**src/hw/cal_pattern_pkg.sv**
```systemverilog
// package: constants, types and helpers for the calibration pattern readout
package cal_pattern_pkg;

  localparam int          DQ_WIDTH_DEF  = 16;
  localparam int          BYTE_W        = 8;
  localparam int          MIN_RL        = 3;
  localparam int          MAX_RL_DEF    = 32;
  localparam int          RL_W          = 5;
  localparam logic [2:0]  BA_MODE_THREE = 3'h3;
  localparam int          ENABLE_BIT    = 2;
  localparam int          LOC_LSB       = 0;
  localparam int          HALF_BIT      = 2;
  localparam int          CHOP_BIT      = 12;
  localparam logic        ENABLE_RST    = 1'h0;
  localparam logic [1:0]  LOC_RST       = 2'h0;
  localparam logic [1:0]  LOC_CAL       = 2'h0;
  localparam logic [7:0]  PATTERN_CAL   = 8'haa;
  localparam logic [7:0]  PATTERN_RSV   = 8'h00;
  localparam logic [2:0]  LEFT_BL8      = 3'h7;
  localparam logic [2:0]  LEFT_BC4      = 3'h3;
  localparam logic [2:0]  POS_LOWER     = 3'h0;
  localparam logic [2:0]  POS_UPPER     = 3'h4;

  // encoding of the burst length field of mode_register_zero
  typedef enum logic [1:0] {
    BURST_FIXED_8 = 2'h0,
    BURST_ON_FLY  = 2'h1,
    BURST_FIXED_4 = 2'h2
  } burst_mode_e;

  typedef enum logic [2:0] {CMD_NONE, CMD_MRS, CMD_READ, CMD_WRITE, CMD_OTHER} cmd_kind_e;

  typedef struct packed {
    logic        cs_n;
    logic        ras_n;
    logic        cas_n;
    logic        we_n;
    logic [2:0]  ba;
    logic [15:0] addr;
  } cmd_s;

  typedef struct packed {
    cmd_kind_e   kind;
    logic [2:0]  ba;
    logic [15:0] addr;
  } array_cmd_s;

  typedef struct packed {
    logic       valid;
    logic       chop;
    logic       upper;
    logic [1:0] loc;
  } pattern_req_s;

  function automatic cmd_kind_e decode_cmd(input cmd_s c);
    cmd_kind_e k;
    k = CMD_NONE;
    if (!c.cs_n) begin
      case ({c.ras_n, c.cas_n, c.we_n})
        3'h0:    k = CMD_MRS;
        3'h5:    k = CMD_READ;
        3'h4:    k = CMD_WRITE;
        3'h7:    k = CMD_NONE;
        default: k = CMD_OTHER;
      endcase
    end
    return k;
  endfunction

  function automatic logic chop_of(input burst_mode_e m, input logic a12);
    logic c;
    case (m)
      BURST_FIXED_4: c = 1'h1;
      BURST_ON_FLY:  c = !a12;
      default:       c = 1'h0;
    endcase
    return c;
  endfunction

  // reserved locations read back as zeros
  function automatic logic [7:0] pattern_of(input logic [1:0] loc);
    return (loc == LOC_CAL) ? PATTERN_CAL : PATTERN_RSV;
  endfunction

  function automatic logic [BYTE_W-1:0] lane_fill(input logic b, input logic repl);
    return {{(BYTE_W-1){repl & b}}, b};
  endfunction

endpackage

```
**src/hw/pattern_burst_gen.sv**
```systemverilog
// pattern burst generator: walks one calibration pattern burst beat by beat
`timescale 1ns/100ps
module pattern_burst_gen (
  input  wire logic                        i_clk,
  input  wire logic                        i_rst_n,
  input  wire cal_pattern_pkg::pattern_req_s i_req,
  output logic                             o_beat_valid,
  output logic                             o_beat_bit
);

  typedef enum logic {GEN_IDLE, GEN_BURST} gen_state_e;

  gen_state_e state_reg;
  logic [7:0] pattern_reg;
  logic [2:0] pos_reg;
  logic [2:0] left_reg;
  logic [7:0] start_pattern;
  logic [2:0] start_pos;

  assign start_pattern = cal_pattern_pkg::pattern_of(i_req.loc);
  assign start_pos     = i_req.upper ? cal_pattern_pkg::POS_UPPER : cal_pattern_pkg::POS_LOWER;

  // a new request restarts the walk; the controller keeps bursts apart
  always_ff @(posedge i_clk or negedge i_rst_n) begin
    if (!i_rst_n) begin
      state_reg   <= GEN_IDLE;
      pattern_reg <= 8'h00;
      pos_reg     <= 3'h0;
      left_reg    <= 3'h0;
    end else if (i_req.valid) begin
      state_reg   <= GEN_BURST;
      pattern_reg <= start_pattern;
      pos_reg     <= start_pos + 3'h1;
      left_reg    <= i_req.chop ? cal_pattern_pkg::LEFT_BC4 : cal_pattern_pkg::LEFT_BL8;
    end else begin
      case (state_reg)
        GEN_BURST: begin
          pos_reg  <= pos_reg + 3'h1;
          left_reg <= left_reg - 3'h1;
          if (left_reg == 3'h1) begin
            state_reg <= GEN_IDLE;
          end
        end
        default: state_reg <= GEN_IDLE;
      endcase
    end
  end

  // position 0 is the lsb of the pattern
  always_ff @(posedge i_clk or negedge i_rst_n) begin
    if (!i_rst_n) begin
      o_beat_valid <= 1'h0;
      o_beat_bit   <= 1'h0;
    end else if (i_req.valid) begin
      o_beat_valid <= 1'h1;
      o_beat_bit   <= start_pattern[start_pos];
    end else begin
      o_beat_valid <= (state_reg == GEN_BURST);
      o_beat_bit   <= (state_reg == GEN_BURST) ? pattern_reg[pos_reg] : 1'h0;
    end
  end
endmodule

```
**src/hw/sdram_calibration_pattern_readout.sv**
```systemverilog
// pattern readout mode of a x16 sdram: mode register three and pattern reads
`timescale 1ns/100ps

module sdram_calibration_pattern_readout #(
  parameter int DQ_WIDTH  = cal_pattern_pkg::DQ_WIDTH_DEF,
  parameter int MAX_RL    = cal_pattern_pkg::MAX_RL_DEF,
  parameter bit REPLICATE = 1'b1
) (
  input  wire logic                                      i_clk,
  input  wire logic                                      i_rst_n,
  input  wire cal_pattern_pkg::cmd_s                     i_cmd,
  input  wire cal_pattern_pkg::burst_mode_e              i_burst_mode,
  input  wire logic [cal_pattern_pkg::RL_W-1:0]          i_read_latency,
  input  wire logic [DQ_WIDTH-1:0]                       i_array_dq,
  input  wire logic                                      i_array_dq_oe,
  output logic                                           o_array_cmd_valid,
  output cal_pattern_pkg::array_cmd_s                    o_array_cmd,
  output logic [DQ_WIDTH-1:0]                            o_dq,
  output logic                                           o_dq_oe,
  output logic                                           o_pattern_beat,
  output logic                                           o_mode_enable,
  output logic [1:0]                                     o_location
);

  localparam int LANES = DQ_WIDTH / cal_pattern_pkg::BYTE_W;
  localparam int TAP_W = (MAX_RL > 1) ? $clog2(MAX_RL) : 1;

  if (DQ_WIDTH != 8 && DQ_WIDTH != 16) begin : g_bad_width
    $error("DQ_WIDTH must be 8 or 16");
  end
  if (MAX_RL < cal_pattern_pkg::MIN_RL) begin : g_bad_rl
    $error("MAX_RL below the least read latency this pipeline serves");
  end

  logic [1:0]                      rst_pipe_reg;
  logic                            rst_n_sync;
  cal_pattern_pkg::cmd_kind_e      cmd_kind;
  logic                            mode_write;
  logic                            is_read;
  logic                            pattern_read;
  logic                            enable_reg;
  logic [1:0]                      loc_reg;
  cal_pattern_pkg::pattern_req_s   req_in;
  cal_pattern_pkg::pattern_req_s   req_line [MAX_RL];
  logic [TAP_W-1:0]                tap;
  logic                            beat_valid;
  logic                            beat_bit;
  logic [DQ_WIDTH-1:0]             pattern_dq;

  // reset asserts at once and releases two edges later
  always_ff @(posedge i_clk or negedge i_rst_n) begin
    if (!i_rst_n) begin
      rst_pipe_reg <= 2'h0;
    end else begin
      rst_pipe_reg <= {rst_pipe_reg[0], 1'h1};
    end
  end

  assign rst_n_sync = rst_pipe_reg[1];

  // command decode; only cs/ras/cas/we and the bank field matter here
  assign cmd_kind     = cal_pattern_pkg::decode_cmd(i_cmd);
  assign mode_write   = (cmd_kind == cal_pattern_pkg::CMD_MRS) &&
                        (i_cmd.ba == cal_pattern_pkg::BA_MODE_THREE);
  assign is_read      = (cmd_kind == cal_pattern_pkg::CMD_READ);
  assign pattern_read = is_read && enable_reg;

  // mode_register_three: enable bit and pattern_location_field
  always_ff @(posedge i_clk or negedge rst_n_sync) begin
    if (!rst_n_sync) begin
      enable_reg <= cal_pattern_pkg::ENABLE_RST;
      loc_reg    <= cal_pattern_pkg::LOC_RST;
    end else if (mode_write) begin
      enable_reg <= i_cmd.addr[cal_pattern_pkg::ENABLE_BIT];
      loc_reg    <= i_cmd.addr[cal_pattern_pkg::LOC_LSB +: 2];
    end
  end

  always_ff @(posedge i_clk or negedge rst_n_sync) begin
    if (!rst_n_sync) begin
      o_mode_enable <= cal_pattern_pkg::ENABLE_RST;
      o_location    <= cal_pattern_pkg::LOC_RST;
    end else begin
      o_mode_enable <= enable_reg;
      o_location    <= loc_reg;
    end
  end

  // bank bits, A10 and the upper column bits never reach the request
  always_comb begin
    req_in.valid = pattern_read;
    req_in.chop  = cal_pattern_pkg::chop_of(i_burst_mode,
                                            i_cmd.addr[cal_pattern_pkg::CHOP_BIT]);
    // eight-beat bursts always start at beat 0, chopped ones pick a half
    req_in.upper = req_in.chop & i_cmd.addr[cal_pattern_pkg::HALF_BIT];
    req_in.loc   = loc_reg;
  end

  // read latency line; its tap lines the first beat up with array reads
  function automatic logic [TAP_W-1:0] tap_of(input logic [cal_pattern_pkg::RL_W-1:0] rl);
    int t;
    t = int'(rl) - cal_pattern_pkg::MIN_RL;
    if (t < 0) begin
      t = 0;
    end
    if (t > MAX_RL - 1) begin
      t = MAX_RL - 1;
    end
    return TAP_W'(t);
  endfunction

  assign tap = tap_of(i_read_latency);

  always_ff @(posedge i_clk or negedge rst_n_sync) begin
    if (!rst_n_sync) begin
      for (int k = 0; k < MAX_RL; k++) begin
        req_line[k] <= '0;
      end
    end else begin
      req_line[0] <= req_in;
      for (int k = 1; k < MAX_RL; k++) begin
        req_line[k] <= req_line[k-1];
      end
    end
  end

  pattern_burst_gen u_gen (
    .i_clk        (i_clk),
    .i_rst_n      (rst_n_sync),
    .i_req        (req_line[tap]),
    .o_beat_valid (beat_valid),
    .o_beat_bit   (beat_bit)
  );

  // every byte lane carries the same one-bit stream
  for (genvar b = 0; b < LANES; b++) begin : g_lane
    assign pattern_dq[b*cal_pattern_pkg::BYTE_W +: cal_pattern_pkg::BYTE_W] =
      cal_pattern_pkg::lane_fill(beat_bit, REPLICATE);
  end

  // data pins: pattern beats take the bus, otherwise array data passes
  always_ff @(posedge i_clk or negedge rst_n_sync) begin
    if (!rst_n_sync) begin
      o_dq           <= '0;
      o_dq_oe        <= 1'h0;
      o_pattern_beat <= 1'h0;
    end else begin
      o_dq           <= beat_valid ? pattern_dq : i_array_dq;
      o_dq_oe        <= beat_valid | i_array_dq_oe;
      o_pattern_beat <= beat_valid;
    end
  end

  // commands for the array; pattern reads never reach it, so an
  // autoprecharge on them is dropped with the rest of the command
  always_ff @(posedge i_clk or negedge rst_n_sync) begin
    if (!rst_n_sync) begin
      o_array_cmd_valid <= 1'h0;
      o_array_cmd       <= '0;
    end else begin
      o_array_cmd_valid <= (cmd_kind != cal_pattern_pkg::CMD_NONE) &&
                           !pattern_read && !mode_write;
      o_array_cmd.kind  <= cmd_kind;
      o_array_cmd.ba    <= i_cmd.ba;
      o_array_cmd.addr  <= i_cmd.addr;
    end
  end
endmodule

```
**config.mk**
```make
export PLATFORM = sky130hd
export DESIGN_NAME = sdram_calibration_pattern_readout
export DESIGN_NICKNAME = d
export VERILOG_FILES = /design/src/hw/cal_pattern_pkg.sv /design/src/hw/pattern_burst_gen.sv /design/src/hw/sdram_calibration_pattern_readout.sv
export SDC_FILE = /design/constraint.sdc
export NUM_CORES = 1
export LEC_CHECK = 0
export BUFFER_PORTS_ARGS = -buffer_cell sky130_fd_sc_hd__buf_2
export CAP_MARGIN = 20
export CORE_AREA = 2 2 164 118
export DETAILED_ROUTE_END_ITERATION = 8
export DIE_AREA = 0 0 166 120
export PLACE_DENSITY = 0.61
export SKIP_LAST_GASP = 1
export SLEW_MARGIN = 40
export SYNTH_ARGS = -nofsm -noshare
export SYNTH_HDL_FRONTEND = slang
export SYNTH_SLANG_ARGS = --single-unit
```
**constraint.sdc**
```tcl
create_clock -name i_clk -period 6.35 [get_ports i_clk]
set_input_delay 0.635 -clock i_clk [delete_from_list [all_inputs] [get_ports i_clk]]
set_output_delay 0.635 -clock i_clk [all_outputs]
set_load 0.005 [all_outputs]
```
==> results of run 1 <==
-- area by class of cell --
cell class	count	area, um2	area share [%]
sequential	183	4583	60.22
multi-input combinational	230	1504	19.76
timing repair buffer	99	531.8	6.987
clock buffer	21	450.4	5.918
tap	242	302.8	3.978
clock inverter	11	148.9	1.956
inverter	24	90.09	1.184
-- timing repair --
action                                 in CTS  in global routing
endpoints found under the hold margin       2                  0
setup buffers                               0                  0
hold buffers                                1                  0
-- path summary, 6_finish.rpt --
path	start	end	cells past startpoint
setup reg to reg	req_line[154]	u_gen.o_beat_bit	8
hold / removal	rst_pipe_reg[1]	req_line[159]	0
max in group asynchronous	rst_pipe_reg[1]	o_dq[4]	2
hold reg to reg	rst_pipe_reg[1]	req_line[159]	0
setup / recovery	i_read_latency[0]	u_gen.o_beat_bit	9
min in group i_clk	i_cmd[11]	o_array_cmd[11]	1
-- where the power goes --
group	internal, mW	switching (mW)	total [mW]
logic	0.142	0.173	0.315
registers	1.30	0.0742	1.38
clock network	0.631	0.426	1.06
-- layout by cell type (no fill, tap or decap), drive strengths merged, types with 2 or more instances in the layout --
master / count
clkinv: 4
and3: 3
nor3: 24
a21oi: 9
nand2b: 5
a31oi: 2
buf: 98
bufinv: 3
a311o: 3
inv: 25
o211ai: 3
nand2: 54
nand4: 2
mux2i: 9
a21boi: 2
or2: 3
and2: 2
clkbuf: 21
xnor2: 3
o21ai: 22
mux4: 3
dfrtp: 183
and3b: 2
mux2: 6
o311ai: 12
nand3: 23
nor2: 6
ha: 5
a211oi: 4
or3: 8
nor3b: 3
clkinvlp: 3
-- critical path: stages --
cell	delay, ps
buf_2	210
ha_1	450
or2_1	230
o21a_1	630
mux2i_1	190
o2111a_1	330
nor4b_4	520
and2_4	230
and3_1	150
-- routing by layer --
metal  vias to the layer above  wire length (um)
li1                       1767                 -
met1                      1916              5900
met2                       132              5158
met3                         8               898
met4                         0                90
met5                         -                 0
-- kinds of logic after synthesis --
group / Yosys count / share of synthesized area, %
other: 1 / 0.05921
flip-flops: 183 / 72.30
XOR/XNOR: 3 / 0.4149
buffers and inverters: 53 / 4.070
AO/OA/AOI/OAI: 65 / 7.547
AND/OR/NAND/NOR: 138 / 11.00
multiplexers: 18 / 3.615
adder cells (fa/ha/maj): 5 / 0.9878
==> metrics, run 1 <==
run status finished clean; routing usage on met2 18.62%; HPWL reported at the end of detailed placement 7870 um; CP endpoint kind register; Slew Limit Headroom 50.97%; global-route track usage on met1 17.75%; biggest regs req_line (128), o_array_cmd (22), o_dq (16); via density per instance 4.720; Antenna diodes 0; critical path peak fanout 19; portion of synthesized cell area occupied by the leading cell type 72.30%; routed wire length 12050 um; area growth from synthesis to layout 20.17%; GR Util All Layers 12.88%; vias after detailed routing 3823; fin util 41.26%; slack of the critical path 3135 ps; final hold vios 0; most numerous cell types in the synthesized netlist dfrtp_1, nand2_1, inv_1; CTS Buf Count 17; port buffer count 92; flops & latches, synth 183; Routed wire per std cell 14.87 um; non-filler instance count after layout 810; total overflow reported by the global router 0; max-cap check violation count 0; area of the mapped netlist 0.006334 mm2; post-layout total power 2.751 mW; number of enable-type register cells in the synthesized netlist 0; dominant synthesized flop cell dfrtp_1; number of antenna violations at the first check in global routing 0; post-CTS clock slew at the launch and capture registers of the worst setup and hold paths 70 ps; fraction of synthesis flops using an asynchronous set or reset pin 100.0%; post-cts repair resize count 0; FMAX 311.0 MHz; fillers 1732; Largest Register req_line; most congested layer reported by global routing met2; Setup TNS Final 0 ps; ranking of synthesized cells by area dfrtp_1, nand2_1, nand3_1; number of clock sinks 183; Final #Nets 609; arrival time at the worst endpoint 3570 ps; startpoint class of the critical path primary input; fraction of final layout cells with drive strength greater than 1 26.23%; I/O pins 93; Rows 42; Final Critical Period 3215 ps; post-synthesis area per instance 13.59 um2; worst setup slack after placement 2500 ps; number of levels in the clock H-tree 4; post-route antenna net violation count 0; unrepaired setup endpoints after global routing no; clk root buf clkbuf_16; fraction of the cycle the final worst path needs 50.64%; overall die width 166 um; clock latency on the worst-skew pair 420 ps; count of synthesis-stage warnings from yosys 0; Std-Cell Core Area 0.01845 mm2; Power per Cell Area 361.4 mW/mm2; final hold slack 271.8 ps; leakage power 3.765 nW; Die Height 120 um; via count of the first global-routing pass 4031; post-layout instance area 0.007611 mm2; net count after synthesis 520; Critical Path RT 6700 ps; clk_skew 9.609 ps; detailed-router iteration count before antenna repair 4; max-slew violation total from the final report 0; Inst Count DP 776; worst-case clock buffer depth 2; area of the die 0.01992 mm2; IR drop worst, VDD 0.1800 mV; clock tree from TritonCTS built; Starting Density 34.34%; 1st-iter DRT viols 174; portion of the post-synthesis area used by sequential elements 72.30%; Routability Congestion 0.7793; wire length of the first global-routing pass 20130 um; Setup Crit Path Kind in -> reg; total placed instance area 0.006970 mm2; Worst Tran Pin Value 735.5 ps; HP Class reg -> async; number of failing setup endpoints in the final timing report 0; global-route met3 utilization 4.914%; Syn Inst Count 466; top-count cell post-synth dfrtp_1; cell accounting for the most synthesized area dfrtp_1; pin count of the biggest net entering global routing 66; minimum setup slack among reg-to-reg paths 4180 ps; max reg flops 128; Post-route DRC 0; distinct cell type count of the synthesized netlist 52
(Power assumes the default switching activity.)
==> run 2, diff against run 1 <==
PLACE_DENSITY = 0.63   (was 0.61)
clock period = 2.85 ns   (was 6.35 ns; I/O delays follow)
==> run 2 against run 1 <==
Effect of this change:
- combinational power increased by 140%
- final cell count increased by 3.5%
- via count increased by 3.3%
- largest power group unchanged
- final area increased by 3.5%
- clock-buffer cell count decreased by 3
- critical path type unchanged
==> metrics, run 2 (synthesis gave the netlist of run 1 again) <==
run status finished clean; Slew Limit Headroom 51.50% (+0.54 points); fraction of the cycle the final worst path needs 77.20%; HPWL reported at the end of detailed placement 8296 um (+5.4%); Routability Congestion 0.7693 (-1.3%); Power per Cell Area 777.1 mW/mm2 (+110%); via density per instance 4.714 (-0.13%); metal3 WL 851 um (-5.2%); cell breakdown of the critical path buf_2, ha_1, or2_1, o21a_1, buf_4, or3_1, o311ai_1, o311ai_0, a311o_1, nand3_1; post-CTS clock slew at the launch and capture registers of the worst setup and hold paths 70 ps (about the same); Antenna diodes 0 (unchanged); HP Class in -> reg; FMAX 454.5 MHz; clock tree from TritonCTS built; clock latency on the worst-skew pair 430 ps (about the same); Final Critical Period 2200 ps; startpoint class of the critical path primary input; Std-Cell Core Area 0.01845 mm2 (unchanged); IR drop worst, VDD 0.3566 mV (+98%); post-route antenna net violation count 0 (unchanged); Critical Path RT 3210 ps (-3490 ps); area of the die 0.01992 mm2 (unchanged); Post-route DRC 0 (unchanged); 1st-iter DRT viols 286 (+64%); clk_skew 14.33 ps (+4.719 ps); unrepaired setup endpoints after global routing no; number of levels in the clock H-tree 4 (unchanged); port buffer count 92 (unchanged); Met1 Wirelength 5894 um (-0.10%); CP endpoint kind register; final hold vios 0 (unchanged); number of antenna violations at the first check in global routing 0 (unchanged); vias after detailed routing 3950 (+3.3%); critical path peak fanout 10 (-9); fraction of final layout cells with drive strength greater than 1 26.85% (+0.61 points); launching element of the worst setup path i_read_latency[1]; detailed-router iteration count before antenna repair 4 (unchanged); Final #Nets 638 (+4.8%); Starting Density 34.34% (unchanged); via count of the first global-routing pass 4216 (+4.6%); Rows 42 (unchanged); Setup Crit Path Kind in -> reg; number of failing setup endpoints in the final timing report 0 (unchanged); beginning of the worst register-to-register path req_line[154]; pin count of the biggest net entering global routing 64 (-3.0%); Setup TNS Final 0 ps (unchanged); highest cell delay on the worst timing path 370 ps (-260 ps); leakage power 3.905 nW (+3.7%); area growth from synthesis to layout 24.38%; max-cap check violation count 0 (unchanged); post-cts repair resize count 0 (unchanged); top routing layer in use met4; fin util 42.71% (+1.4 points); routed wire length 12410 um (+3.0%); wire length of the first global-routing pass 21530 um (+7.0%); min-delay src i_array_dq_oe; total overflow reported by the global router 0 (unchanged); Routed wire per std cell 14.81 um (-0.43%); Die Height 120 um (unchanged); CTS Buf Count 17 (unchanged); Largest Register req_line; overall die width 166 um (unchanged); sum of met2 wire segment lengths after detailed routing 5494 um (+6.5%); Worst Tran Pin Value 727.4 ps (-8.040 ps); I/O pins 93 (unchanged); worst-case clock buffer depth 2 (unchanged); max reg flops 128 (unchanged); clk root buf clkbuf_16; most common cell after layout, fill and taps aside dfrtp_1; GR Util All Layers 13.67% (+0.80 points); number of clock sinks 183 (unchanged); biggest regs req_line (128), o_array_cmd (22), o_dq (16); commonest cells after routing, fill and taps aside dfrtp_1, buf_2, nand2_1; arrival time at the worst endpoint 2560 ps (-1010 ps); cell with the biggest individual delay on the critical path a311o_1; post-layout total power 6.121 mW (+120%); max-slew violation total from the final report 0 (unchanged)
## run 2: cell types whose count changed in the layout (fill, tap and decap cells not counted), sizes merged
cell,before,now
clkbuf,21,18
bufinv,3,2
dlygate4sd3,1,20
buf,98,108
clkinv,4,7
inv,25,28
clkinvlp,3,0
## run 2: per-stage QoR
step,setup slack [ps],std cells,area (um2),hold WS [ps]
2_1_floorplan,534.9,466,6337,-10.59
5_1_grt,464.0,838,7878,37.50
3_5_place_dp,191.9,787,7103,77.09
6_report,649.7,838,7878,43.76
3_3_place_gp,205.1,787,7103,74.08
4_1_cts,629.9,838,7878,29.45
## run 2: cell type report
cell class                      count  area, um2
Multi-Input combinational cell    230       1496
Fill cell                        1673      10570
Timing Repair Buffer              128      830.8
Clock buffer                       18      429.2
Inverter                           24      90.09
Clock inverter                     13      145.1
Sequential cell                   183       4583
Tap cell                          242      302.8
## run 2: critical path: cells and delay by family
kind | cells | cell delay, ps
AO/OA/AOI/OAI | 4 | 1050
AND/OR/NAND/NOR | 3 | 640
buffers and inverters | 2 | 380
adder cells (fa/ha/maj) | 1 | 210
## run 2: path summary, 6_finish.rpt
check / cells after the start / to / slack (ps)
min in group asynchronous: 2 / rst_pipe_reg[0] / 160
setup reg to reg: 9 / u_gen.pattern_reg[5] / 910
setup / recovery: 10 / u_gen.pattern_reg[5] / 650
hold reg to reg: 0 / rst_pipe_reg[1] / 360
max in group asynchronous: 1 / req_line[11] / 1660
hold / removal: 2 / o_dq_oe / 40
## run 2: what timing repair did
| item | 4_1_cts | 5_1_grt |
|---|---|---|
| hold buffers | 20 | 0 |
| hold endpoints to repair | 21 | 0 |
| buffers inserted | 0 | 0 |
## run 2: power breakdown
part	internal, mW	switching (mW)	total, mW	leakage (nW)
Combinational	0.353	0.389	0.743	1.22
Sequential	2.91	0.175	3.08	2.40
Clock	1.30	0.999	2.30	0.285
Total	4.56	1.56	6.12	3.91
## run 2: routing by layer
metal  vias up  track usage (%)
met5         -                0
li1       1827                -
met4         0            5.217
met3        16            3.760
met1      1975            19.10
met2       132            20.44
==> run 3, diff against run 2 <==
ABC_AREA = 1   (was not set)
CORE_AREA = 2 2 165 119   (was 2 2 164 118)
DIE_AREA = 0 0 167 121   (was 0 0 166 120)
PLACE_DENSITY = 0.61   (was 0.63)
clock period = 2.1 ns   (was 2.85 ns; I/O delays follow)
==> run 3 against run 2 <==
Effect of this change:
- clock skew is 5.3 ps higher
- sequential cell count did not move
- first-iteration DRC count is 14% lower
- clock power grew 34%
- critical path type unchanged
- largest cell class unchanged
==> metrics, run 3 <==
detailed-router iteration count before antenna repair 6 (+2); fraction of synthesis flops using an asynchronous set or reset pin 100.0% (unchanged); HP Class in -> reg; via count of the first global-routing pass 4585 (+8.8%); number of levels in the clock H-tree 4 (unchanged); Slew Limit Headroom 61.45% (+10 points); Final #Nets 734 (+15%); most common cell after layout, fill and taps aside dfrtp_1; post-cts repair resize count 0 (unchanged); total overflow reported by the global router 0 (unchanged); Syn Inst Count 542 (+16%); commonest cells after routing, fill and taps aside dfrtp_1, nand2_1, buf_2; clk root buf clkbuf_16; max-slew violation total from the final report 0 (unchanged); CP endpoint kind register; FMAX 642.8 MHz; Setup TNS Final 0 ps (unchanged); pin count of the biggest net entering global routing 48 (-25%); Antenna diodes 0 (unchanged); startpoint class of the critical path primary input; area of the mapped netlist 0.006406 mm2 (+1.1%); IR drop worst, VDD 0.6607 mV (+85%); 1st-iter DRT viols 246 (-14%); sum of met2 wire segment lengths after detailed routing 6117 um (+11%); cell with the biggest individual delay on the critical path o31ai_1; total buffers and inverters traversed by the critical path 2 (unchanged); I/O pins 93 (unchanged); number of clock sinks 183 (unchanged); Setup Crit Path Kind in -> reg; Largest Register req_line; portion of the post-synthesis area used by sequential elements 71.48% (-0.82 points); max reg flops 128 (unchanged); number of enable-type register cells in the synthesized netlist 0 (unchanged); Rows 42 (unchanged); vias after detailed routing 4272 (+8.2%); portion of synthesized cell area occupied by the leading cell type 71.48% (-0.82 points); via density per instance 4.569 (-3.1%); top routing layer in use met4; worst-case clock buffer depth 2 (unchanged); post-route antenna net violation count 0 (unchanged); count of synthesis-stage warnings from yosys 0 (unchanged); flops & latches, synth 183 (unchanged); clock latency on the worst-skew pair 440 ps (about the same); ranking of synthesized cells by area dfrtp_1, nand2_1, nand3_1; biggest regs req_line (128), o_array_cmd (22), o_dq (16); leakage power 4.173 nW (+6.9%); Critical Path RT 2400 ps (-810 ps); metal3 WL 550 um (-35%); net count after synthesis 596 (+15%); Routability Congestion 0.8559 (+11%); area growth from synthesis to layout 26.64%; post-synthesis area per instance 11.82 um2 (-13%); Power per Cell Area 1034 mW/mm2 (+33%); port buffer count 92 (unchanged); arrival time at the worst endpoint 1860 ps (-700 ps); beginning of the worst register-to-register path req_line[104]; fraction of the cycle the final worst path needs 74.09%; number of antenna violations at the first check in global routing 0 (unchanged); worst setup slack after placement 128.6 ps (-63.32 ps); critical path peak fanout 25 (+15); max-cap check violation count 0 (unchanged); routed wire length 13240 um (+6.7%); Die Height 121 um (+0.83%); highest cell delay on the worst timing path 380 ps (about the same); Routed wire per std cell 14.16 um (-4.4%); Post-route DRC 0 (unchanged); fraction of final layout cells with drive strength greater than 1 23.23% (-3.6 points); post-CTS clock slew at the launch and capture registers of the worst setup and hold paths 70 ps (about the same); GR Util All Layers 14.17% (+0.50 points); Final Critical Period 1556 ps; CTS Buf Count 17 (unchanged); wire length of the first global-routing pass 22480 um (+4.4%); Met1 Wirelength 6396 um (+8.5%); unrepaired setup endpoints after global routing no; number of failing setup endpoints in the final timing report 0 (unchanged); min-delay src i_cmd[22]; clock tree from TritonCTS built; Std-Cell Core Area 0.01855 mm2 (+0.57%); launching element of the worst setup path i_read_latency[3]; cell accounting for the most synthesized area dfrtp_1; overall die width 167 um (+0.60%); Starting Density 34.53% (+0.20 points); run status finished clean; minimum setup slack among reg-to-reg paths 620 ps (-290 ps); clk_skew 19.64 ps (+5.308 ps); most numerous cell types in the synthesized netlist dfrtp_1, nand2_1, nand3_1; cell breakdown of the critical path buf_2, nor2_4, nand2_2, nand2_2, buf_12, nor3_1, o31ai_1, nand2_1, nand2_1, nor2_1, o21ai_1, nand3_1; dominant synthesized flop cell dfrtp_1; area of the die 0.02021 mm2 (+1.4%); distinct cell type count of the synthesized netlist 36 (-31%); HPWL reported at the end of detailed placement 8541 um (+3.0%); final hold vios 0 (unchanged); top-count cell post-synth dfrtp_1; slack of the critical path 544.2 ps (-105.5 ps); family with the most delay on the worst path simple AND/OR/NAND/NOR gates; Worst Tran Pin Value 576.8 ps (-150.7 ps)
## run 3: timing repair
item | CTS | global route
hold endpoints to repair | 41 | 0
setup endpoints to repair | 0 | 0
hold buffers | 37 | 0
buffers inserted | 0 | 0
## run 3: cell families after synthesis
kind of cell	Yosys count	share of synthesized area, %
and+or+nand+nor	244	17.66
DFF	183	71.48
buffers and inverters	70	5.664
AOI/OAI and AO/OA	38	4.024
adders and majority gates	5	0.9766
xor gates and xnor gates	1	0.1367
other	1	0.05854
## run 3: metrics by stage
stage          area [um2]  std cells  utilization (%)  hold slack [ps]  total power [mW]
4_1_cts              8113        935            43.73            23.31             8.483
3_3_place_gp         7163        866            38.61            2.584             5.278
3_5_place_dp         7163        866            38.61            4.675             5.326
2_1_floorplan        6410        542                -           -85.59             4.861
5_1_grt              8113        935            43.73            30.02             8.839
6_report             8113        935            43.73            41.38             8.392
## run 3: layout make-up
cell class	instances	area [um2]
Clock buffer	17	425.4
Clock inverter	15	153.9
Fill cell	1721	10440
Inverter	44	170.2
Multi-Input combinational cell	289	1464
Sequential cell	183	4583
Tap cell	242	302.8
Timing Repair Buffer	145	1013
## run 3: tightest hold or removal path, cell delays in order
cell and delay, ps:
buf_2 80, inv_1 60, nand2_1 60, nor2_1 30
## run 3: metal layers
metal / vias to the layer above / global-route usage, %
met5: - / 0
met4: 0 / 5.172
met3: 17 / 4.990
met2: 80 / 21.99
met1: 2144 / 18.47
li1: 2031 / -
## run 3: report_power, final
part	leakage, nW	internal, mW	switching [mW]	total [mW]
Combinational	1.49	0.494	0.676	1.17
Clock	0.278	1.59	1.49	3.09
Sequential	2.41	3.93	0.205	4.14
Total	4.17	6.02	2.37	8.39
## run 3: path summary, 6_finish.rpt
path	endpoint	depth (start not counted)
setup / recovery	u_gen.pattern_reg[5]	12
setup reg to reg	u_gen.left_reg[2]	10
hold reg to reg	req_line[141]	0
hold / removal	o_array_cmd[21]	4
min in group asynchronous	rst_pipe_reg[1]	2
max in group asynchronous	o_dq[10]	1
